--- src/rtl/strap_params.svh ---
// Constants for the serial port strap sampler
// How it works
// RQ1: Rate strap 00 is 1.25, 01 is 2.5, 10 is 3.125 Gbit/s.
// RQ2: Code 10 is default; code 11 is illegal, board never presents it.
// RQ3: Strapped rate is applied at hard reset release and self-reset completion.
// RQ4: Board holds rate straps steady ten bus clocks after hard reset release.
// RQ5: Straps ignored after reset; captured rate readable and writable by software.
// RQ6: Receive reverse strap flips lane order on even four-lane ports.
// RQ7: Transmit reverse strap flips lane order on even four-lane ports.
// RQ8: Receive reverse strap is disregarded for single-lane port pairs.
// RQ9: Both reverse straps sampled after ten stable cycles, then ignored.
// RQ10: Reversed ports work only in four-lane mode.
// RQ11: Register bus runs on the dedicated register-bus clock.
// RQ12: Rate strap pins are driven only in test mode.
// RQ13: Width strap 0 gives four-lane port n, 1 gives two single-lane ports.
// RQ14: Straps latch once the stability window elapses, held until next reset.
`ifndef STRAP_PARAMS_SVH
`define STRAP_PARAMS_SVH

// ---------------------------------------------------------------------------
// Timing
// ---------------------------------------------------------------------------
`define STABLE_CYCLES      4'd10
`define SYNC_STAGES        3

// ---------------------------------------------------------------------------
// Line rate codes
// ---------------------------------------------------------------------------
`define RATE_1G25          2'b00
`define RATE_2G5           2'b01
`define RATE_3G125         2'b10
`define RATE_ILLEGAL       2'b11
`define RATE_RESET         2'b10

// ---------------------------------------------------------------------------
// Register map, word offsets
// ---------------------------------------------------------------------------
`define ADDR_CLK_SEL       4'h0
`define ADDR_STRAP_STAT    4'h1
`define ADDR_LANE_CFG      4'h2
`define CLK_SEL_RATE_LSB   0
`define STAT_DONE_BIT      0
`define STAT_ILLEGAL_BIT   1
`define STAT_RXREV_BIT     2
`define STAT_TXREV_BIT     3
`define STAT_CAP_LSB       4

`endif

--- src/rtl/strap_pkg.sv ---
// Types for the serial port strap sampler
package strap_pkg;
   typedef enum logic [1:0] {
      rate_1g25,
      rate_2g5,
      rate_3g125,
      rate_illegal
   } line_rate_t;
   typedef enum {
      st_wait,
      st_count,
      st_held
   } capture_state_t;
endpackage : strap_pkg

--- src/rtl/strap_sync_if.sv ---
// Synchroniser bundle between top and pin synchroniser
`timescale 1ns/1ps
interface strap_sync_if #(parameter int WIDTH = 4);
   logic [WIDTH-1:0] raw;
   logic [WIDTH-1:0] stable;
   logic             settled;
   modport top  (output raw, input stable, input settled);
   modport sync (input raw, output stable, output settled);
endinterface : strap_sync_if
--- src/rtl/serial_port_strap_sampler.sv ---
// Reset-time capture of serial port straps with software rate override
`timescale 1ns/1ps
`include "strap_params.svh"
module serial_port_strap_sampler
   import strap_pkg::*;
#(
   parameter int PAIRS = 8
) (
   input  wire logic             ref_clk_i,                 // Register bus clock
   input  wire logic             reset_i,                   // Hard reset, active high
   input  wire logic             self_reset_done_i,         // Self-reset completed pulse
   input  wire logic             test_mode_i,               // Test mode enable
   input  wire logic [1:0]       port_line_rate_strap_i,    // Rate strap pins in
   output logic [1:0]            port_line_rate_strap_o,    // Rate strap pins out
   output logic [1:0]            port_line_rate_strap_oe_o, // Rate strap drive enable
   input  wire logic             rx_lane_reverse_strap_i,   // Receive reverse strap
   input  wire logic             tx_lane_reverse_strap_i,   // Transmit reverse strap
   input  wire logic [PAIRS-1:0] port_width_strap_i,        // Width strap per pair
   input  wire logic [3:0]       addr_i,                    // Register address
   input  wire logic [31:0]      wdata_i,                   // Write data
   input  wire logic             wr_i,                      // Write strobe
   input  wire logic             rd_i,                      // Read strobe
   output logic [31:0]           rdata_o,                   // Read data, next cycle
   output logic [1:0]            port_rate_o,               // Active line rate
   output logic [PAIRS-1:0]      rx_lane_reverse_o,         // Rx reversal per even port
   output logic [PAIRS-1:0]      tx_lane_reverse_o,         // Tx reversal per even port
   output logic [PAIRS-1:0]      four_lane_o,               // Pair runs four-lane
   output logic                  straps_valid_o             // Straps captured
);
   localparam int SW = PAIRS + 4;

   // ------------------------------------------------------------------------
   // Pin synchronisation
   // ------------------------------------------------------------------------
   strap_sync_if #(.WIDTH(SW)) sync_bus ();
   assign sync_bus.raw = {port_width_strap_i, tx_lane_reverse_strap_i,
                          rx_lane_reverse_strap_i, port_line_rate_strap_i};

   strap_pin_sync #(.WIDTH(SW)) u_sync (
      .ref_clk_i (ref_clk_i),
      .reset_i   (reset_i),
      .pins      (sync_bus)
   );

   // ------------------------------------------------------------------------
   // Capture sequencing
   // ------------------------------------------------------------------------
   capture_state_t   state;
   logic [3:0]       stable_cnt;
   logic [1:0]       cap_rate;
   logic             cap_rx;
   logic             cap_tx;
   logic [PAIRS-1:0] cap_width;
   logic             captured;
   logic             illegal;
   logic [1:0]       rate_reg;
   logic             rd_q;
   logic [31:0]      next_rdata;

   // Wait out the pin sync pipeline, then count the stability window
   always_ff @(posedge ref_clk_i) begin
      if (reset_i) begin
         state      <= st_wait;
         stable_cnt <= 4'h0;
      end else begin
         case (state)
            st_wait: begin
               stable_cnt <= stable_cnt + 4'h1;
               if (stable_cnt == 4'(`SYNC_STAGES)) begin
                  state      <= st_count;
                  stable_cnt <= 4'h0;
               end
            end
            st_count: begin
               stable_cnt <= stable_cnt + 4'h1;
               if (stable_cnt == `STABLE_CYCLES - 4'h1) begin // RQ4
                  state <= st_held;
               end
            end
            st_held: stable_cnt <= stable_cnt;
            default: state <= st_wait;
         endcase
      end
   end

   assign captured = (state == st_held);

   // Sample once at window end; nothing later changes the holding flops
   always_ff @(posedge ref_clk_i) begin
      if (reset_i) begin
         cap_rate  <= `RATE_RESET;
         cap_rx    <= 1'b0;
         cap_tx    <= 1'b0;
         cap_width <= '0;
         illegal   <= 1'b0;
      end else if (state == st_count && stable_cnt == `STABLE_CYCLES - 4'h1) begin // RQ14
         cap_rx    <= sync_bus.stable[2]; // RQ9
         cap_tx    <= sync_bus.stable[3]; // RQ9
         cap_width <= sync_bus.stable[SW-1:4]; // RQ13
         // Illegal code falls back to the default rate
         if (sync_bus.stable[1:0] == `RATE_ILLEGAL) begin // RQ2
            cap_rate <= `RATE_RESET;
            illegal  <= 1'b1;
         end else begin
            cap_rate <= sync_bus.stable[1:0]; // RQ1
         end
      end
   end

   // ------------------------------------------------------------------------
   // Active rate: strap once captured and at self-reset completion, software otherwise
   // ------------------------------------------------------------------------
   logic apply_pending;
   always_ff @(posedge ref_clk_i) begin
      if (reset_i) begin
         rate_reg      <= `RATE_RESET;
         apply_pending <= 1'b1;
      end else if (state == st_count && stable_cnt == `STABLE_CYCLES - 4'h1) begin
         apply_pending <= 1'b1;
      end else if (apply_pending && captured) begin
         rate_reg      <= cap_rate; // RQ3
         apply_pending <= 1'b0;
      end else if (self_reset_done_i && captured) begin
         rate_reg <= cap_rate; // RQ3
      end else if (wr_i && addr_i == `ADDR_CLK_SEL && wdata_i[1:0] != `RATE_ILLEGAL) begin
         rate_reg <= wdata_i[`CLK_SEL_RATE_LSB +: 2]; // RQ5
      end
   end

   assign port_rate_o    = rate_reg;
   assign straps_valid_o = captured;

   // ------------------------------------------------------------------------
   // Lane order per even-numbered port
   // ------------------------------------------------------------------------
   genvar g;
   generate
      for (g = 0; g < PAIRS; g++) begin : g_pair
         always_ff @(posedge ref_clk_i) begin
            if (reset_i) begin
               rx_lane_reverse_o[g] <= 1'b0;
               tx_lane_reverse_o[g] <= 1'b0;
               four_lane_o[g]       <= 1'b1;
            end else if (captured) begin
               four_lane_o[g]       <= ~cap_width[g]; // RQ13
               // Reversal is only meaningful on a four-lane pair
               rx_lane_reverse_o[g] <= cap_rx & ~cap_width[g]; // RQ6 RQ8
               tx_lane_reverse_o[g] <= cap_tx & ~cap_width[g]; // RQ7 RQ10
            end
         end
      end
   endgenerate

   // ------------------------------------------------------------------------
   // Test mode drive of the rate pins
   // ------------------------------------------------------------------------
   always_ff @(posedge ref_clk_i) begin
      if (reset_i) begin
         port_line_rate_strap_o    <= 2'b00;
         port_line_rate_strap_oe_o <= 2'b00;
      end else begin
         port_line_rate_strap_o    <= rate_reg;
         port_line_rate_strap_oe_o <= {2{test_mode_i}}; // RQ12
      end
   end

   // ------------------------------------------------------------------------
   // Register read port, clocked by the register bus clock
   // ------------------------------------------------------------------------
   always_comb begin
      next_rdata = 32'h0000_0000;
      case (addr_i)
         `ADDR_CLK_SEL: next_rdata[1:0] = rate_reg;
         `ADDR_STRAP_STAT: begin
            next_rdata[`STAT_DONE_BIT]          = captured;
            next_rdata[`STAT_ILLEGAL_BIT]       = illegal;
            next_rdata[`STAT_RXREV_BIT]         = cap_rx;
            next_rdata[`STAT_TXREV_BIT]         = cap_tx;
            next_rdata[`STAT_CAP_LSB +: 2]      = cap_rate;
         end
         `ADDR_LANE_CFG: next_rdata[PAIRS-1:0] = cap_width;
         default: next_rdata = 32'h0000_0000;
      endcase
   end

   always_ff @(posedge ref_clk_i) begin // RQ11
      if (reset_i) begin
         rdata_o <= 32'h0000_0000;
         rd_q    <= 1'b0;
      end else begin
         rd_q    <= rd_i;
         rdata_o <= rd_i ? next_rdata : 32'h0000_0000;
      end
   end

   // ------------------------------------------------------------------------
   // Checks
   // ------------------------------------------------------------------------
   int unsigned since_rst;
   always_ff @(posedge ref_clk_i) begin
      if (reset_i) since_rst <= 0;
      else if (since_rst < 1000) since_rst <= since_rst + 1;
   end

   property p_capture_time;
      @(posedge ref_clk_i) disable iff (reset_i)
         (since_rst == 15) |-> captured;
   endproperty
   a_capture_time: assert property (p_capture_time) else $error("late capture"); // RQ14

   property p_not_early;
      @(posedge ref_clk_i) disable iff (reset_i)
         (since_rst < 14) |-> !captured;
   endproperty
   a_not_early: assert property (p_not_early) else $error("early capture"); // RQ4

   property p_held;
      @(posedge ref_clk_i) disable iff (reset_i)
         captured |=> $stable(cap_rate) && $stable(cap_rx) && $stable(cap_tx);
   endproperty
   a_held: assert property (p_held) else $error("strap changed after capture"); // RQ9

   property p_no_illegal;
      @(posedge ref_clk_i) disable iff (reset_i)
         rate_reg != `RATE_ILLEGAL;
   endproperty
   a_no_illegal: assert property (p_no_illegal) else $error("illegal rate"); // RQ2

   property p_apply;
      @(posedge ref_clk_i) disable iff (reset_i)
         $rose(captured) |=> (rate_reg == cap_rate);
   endproperty
   a_apply: assert property (p_apply) else $error("rate not applied"); // RQ3

   property p_sw_write;
      @(posedge ref_clk_i) disable iff (reset_i)
         (captured && !apply_pending && !self_reset_done_i && wr_i
          && addr_i == `ADDR_CLK_SEL && wdata_i[1:0] != `RATE_ILLEGAL)
         |=> rate_reg == $past(wdata_i[1:0]);
   endproperty
   a_sw_write: assert property (p_sw_write) else $error("override lost"); // RQ5

   property p_rx_single;
      @(posedge ref_clk_i) disable iff (reset_i)
         !four_lane_o[0] |-> !rx_lane_reverse_o[0];
   endproperty
   a_rx_single: assert property (p_rx_single) else $error("rx reverse in 1x"); // RQ8

   property p_tx_four;
      @(posedge ref_clk_i) disable iff (reset_i)
         tx_lane_reverse_o[0] |-> four_lane_o[0];
   endproperty
   a_tx_four: assert property (p_tx_four) else $error("tx reverse not 4x"); // RQ10

   property p_oe;
      @(posedge ref_clk_i) disable iff (reset_i)
         test_mode_i ##1 1'b1 |-> &port_line_rate_strap_oe_o;
   endproperty
   a_oe: assert property (p_oe) else $error("test drive missing"); // RQ12

   property p_oe_off;
      @(posedge ref_clk_i) disable iff (reset_i)
         !test_mode_i |=> port_line_rate_strap_oe_o == 2'b00;
   endproperty
   a_oe_off: assert property (p_oe_off) else $error("drive outside test"); // RQ12

   property p_read;
      @(posedge ref_clk_i) disable iff (reset_i)
         rd_i && addr_i == `ADDR_CLK_SEL |=> rdata_o[1:0] == $past(rate_reg);
   endproperty
   a_read: assert property (p_read) else $error("bad read"); // RQ11

   // Read data stands for one cycle only, zero otherwise
   property p_rdata_idle;
      @(posedge ref_clk_i) disable iff (reset_i)
         !rd_q |-> rdata_o == 32'h0000_0000;
   endproperty
   a_rdata_idle: assert property (p_rdata_idle) else $error("stale read data"); // RQ11

   c_capture: cover property (@(posedge ref_clk_i) $rose(captured));
   c_selfrst: cover property (@(posedge ref_clk_i) captured && self_reset_done_i);
   c_write:   cover property (@(posedge ref_clk_i) captured && wr_i && addr_i == `ADDR_CLK_SEL);
   c_rev:     cover property (@(posedge ref_clk_i) rx_lane_reverse_o[0]);
   c_settled: cover property (@(posedge ref_clk_i) sync_bus.settled && $rose(captured));
endmodule : serial_port_strap_sampler

--- src/rtl/strap_pin_sync.sv ---
// Three-stage pin synchroniser with agreement detect
`timescale 1ns/1ps
module strap_pin_sync #(
   parameter int WIDTH = 4
) (
   input  wire logic   ref_clk_i,     // Register bus clock
   input  wire logic   reset_i,       // Sync reset, active high
   strap_sync_if.sync  pins           // Raw in, stable out
);
   logic [WIDTH-1:0] s1;
   logic [WIDTH-1:0] s2;
   logic [WIDTH-1:0] s3;

   // Change counts once stages two and three agree
   always_ff @(posedge ref_clk_i) begin
      if (reset_i) begin
         s1           <= '0;
         s2           <= '0;
         s3           <= '0;
         pins.stable  <= '0;
         pins.settled <= 1'b0;
      end else begin
         s1           <= pins.raw;
         s2           <= s1;
         s3           <= s2;
         pins.settled <= (s2 == s3);
         if (s2 == s3) begin
            pins.stable <= s3;
         end
      end
   end
endmodule : strap_pin_sync

--- config.mk ---
export PLATFORM = sky130hd
export DESIGN_NAME = serial_port_strap_sampler
export DESIGN_NICKNAME = d
export VERILOG_FILES = /design/src/rtl/strap_pkg.sv /design/src/rtl/strap_sync_if.sv /design/src/rtl/serial_port_strap_sampler.sv /design/src/rtl/strap_pin_sync.sv
export VERILOG_INCLUDE_DIRS = /design/src /design/src/rtl
export SDC_FILE = /design/constraint.sdc
export NUM_CORES = 1
export LEC_CHECK = 0
export ABC_AREA = 1
export ABC_CLOCK_PERIOD_IN_PS = 1590
export BUFFER_PORTS_ARGS = -buffer_cell sky130_fd_sc_hd__buf_2
export CAP_MARGIN = 20
export CORE_MARGIN = 1
export CORE_UTILIZATION = 54
export CTS_BUF_LIST = sky130_fd_sc_hd__clkbuf_4 sky130_fd_sc_hd__clkbuf_8
export DETAILED_ROUTE_END_ITERATION = 12
export PLACE_DENSITY = 0.89
export SYNTH_ARGS = -nofsm -noshare
export SYNTH_HDL_FRONTEND = slang
export SYNTH_HIERARCHICAL = 1
export SYNTH_SLANG_ARGS = --single-unit
--- constraint.sdc ---
create_clock -name ref_clk_i -period 1.59 [get_ports ref_clk_i]
set_input_delay 0.0795 -clock ref_clk_i [delete_from_list [all_inputs] [get_ports ref_clk_i]]
set_output_delay 0.0795 -clock ref_clk_i [all_outputs]
set_load 0.1 [all_outputs]
==> results.sh <==
export IMPL_overflow=0
export IMPL_fmax_ghz=0.706
export IMPL_cts_root_buf="clkbuf_8"
export IMPL_crit_path_max_fanout=7
export IMPL_die_y_um=90.2
export IMPL_min_period_over_period_pct=89.1
export IMPL_synth_area_sq_um=4200
export IMPL_ioPinCount=117
export IMPL_power_density_nw_per_um2=1070
export IMPL_worst_pin_slew_ns=0.604
export IMPL_relSlewSlack_pct=59.7
export IMPL_dp_hpwl_um=5390
export IMPL_worstSetupStartpointType="flop"
export IMPL_antenna_found_initial=0
export IMPL_critPathTopFamily="buffers and inverters"
export IMPL_htree_levels=3
export IMPL_wl_per_cell_um=10.2
export IMPL_port_buffers=62
export IMPL_hold_viol_final=0
export IMPL_period_needed_ns=1.42
export IMPL_stdcell_area_sq_um=4840
export IMPL_drt_iter0_drc=108
export IMPL_cts_setup_buffers=0
export IMPL_synth_warnings=6
export IMPL_clock_sinks=105
export IMPL_grt_start_max_net_pins=42
export IMPL_m1WireLength_um=3310
export IMPL_hold_depth=4
export IMPL_antenna_cells=0
export IMPL_holdWs_ns=0.0359
export IMPL_viasPerCell=4.51
export IMPL_avgSynthCellArea_sq_um=7.26
export IMPL_grt_pass1_wl_um=13200
export IMPL_max_cap_violations=0
export IMPL_drt_total_wl_um=7660
export IMPL_total_power_mw=5.17
export IMPL_die_w_um=90.2
export IMPL_drive_gt1_share_pct=14.1
export IMPL_grt_pass1_vias=3170
export IMPL_final_cell_mix="nand2_1, dfxtp_1, inv_1"
export IMPL_rsz0062_at_grt="false"
export IMPL_fill_cells=620
export IMPL_slew_violations=0
export IMPL_ant_nets=0
export IMPL_rows=31
export IMPL_coreArea_sq_um=7370
export IMPL_grt_usage_pct=20.0
export IMPL_clk_path_buf_depth=2
export IMPL_syn_inst=579
export IMPL_setup_ws_ns=0.173
export IMPL_dpl_worst_slack_ns=0.171
export IMPL_rr_worst_depth=5
export IMPL_wl_met3_um=338
export IMPL_skew_ns=0.0116
export IMPL_fin_util_pct=65.7
export IMPL_cts_buffers=9
export IMPL_stdcell_count=752
export IMPL_required_ns=1.51
export IMPL_highest_layer="met4"
export IMPL_path_class="reg -> out"
export IMPL_vias=3391
export IMPL_hp_class="in -> reg"
export IMPL_layout_commonest_cell="nand2_1"
export IMPL_crit_buf_inv=2
export IMPL_clk_pin_slew_worst_paths_ns=0.11
export IMPL_dpl_cell_count=722
export IMPL_crit_slowest_cell="clkbuf_4"
export IMPL_critical_path_depth=3
export IMPL_die_area_sq_um=8140
export IMPL_worstPathArrival_ns=1.34
export IMPL_first_pass_iters=4
export IMPL_drcViolationCount=0
export IMPL_wl_met2_um=3900
export IMPL_area_growth_pct=15.2
export IMPL_status="completed"
export IMPL_power_leakage_nw=2.34
export IMPL_cts_tree="built"
export IMPL_crit_path_end_kind="output pin"
export IMPL_clk_insertion_delay_late_ns=0.37
export IMPL_critPathMaxStageDelay_ns=0.37
export IMPL_r2r_slack_ns=0.20
export IMPL_finalNetCount=704
export IMPL_start_util_pct=57.0
export IMPL_place_congestion=0.830
export IMPL_dpl_cell_area_sq_um=4470
export IMPL_path_cells="inv_2 > nor2_4 > clkbuf_4"
export IMPL_fin_setup_tns_ns=0
export IMPL_ir_drop_mv=0.854
export IMPL_setup_violations=0
==> layout make-up <==
type | count | area, sq um | share of cell area [%]
clock buffer | 9 | 124 | 2.56
clock inverter | 7 | 97.6 | 2.02
multi-input combinational | 350 | 1520 | 31.5
timing repair buffer | 81 | 490 | 10.1
tap | 99 | 124 | 2.56
inverter | 101 | 379 | 7.83
sequential | 105 | 2100 | 43.4
==> power by group <==
group          switching [mW]  internal [mW]  total (mW)
registers              0.0428           2.71        2.75
logic                   0.521          0.163       0.683
clock network           0.966          0.771        1.74
==> timing repair <==
item                                    in CTS  in global routing
endpoints found under the setup margin       0                  4
resized for setup                            0                  2
hold endpoints to repair                    14                  0
hold buffers                                14                  0
==> tightest hold or removal path: stages <==
cell and delay [ns]:
buf_2 0.11, inv_1 0.06, nand2_1 0.07, a21oi_1 0.05
==> state kept, by name (all words and copies together) (netlist names) <==
signal	flops
u_sync/s3	12
rdata_o	8
cap_rx	1
port_line_rate_strap_o	2
state	2
stable_cnt	4
apply_pending	1
cap_width	8
port_line_rate_strap_oe_o	1
cap_tx	1
four_lane_o	8
tx_lane_reverse_o	8
illegal	1
cap_rate	2
u_sync/s1	12
u_sync/s2	12
u_sync/pins.stable	12
rx_lane_reverse_o	8
port_rate_o	2
==> worst paths after layout <==
path                         startpoint                         to
min                             reset_i      rdata_o[5]$_SDFF_PP0_
max               state[1]$_SDFFE_PP0P_             straps_valid_o
min reg2reg     u_sync/s1[2]$_SDFF_PP0_    u_sync/s2[2]$_SDFF_PP0_
max reg2reg  stable_cnt[0]$_SDFFE_PP0P_  cap_width[3]$_SDFFE_PP0P_
==> routing by layer <==
| metal | up-vias | GRT usage (%) |
|---|---|---|
| met3 | 10 | 5.16 |
| met2 | 99 | 36.5 |
| li1 | 1817 | - |
| met5 | - | 0 |
| met1 | 1465 | 21.8 |
| met4 | 0 | 8.74 |
Note: power is estimated with default switching activity, not from simulation.
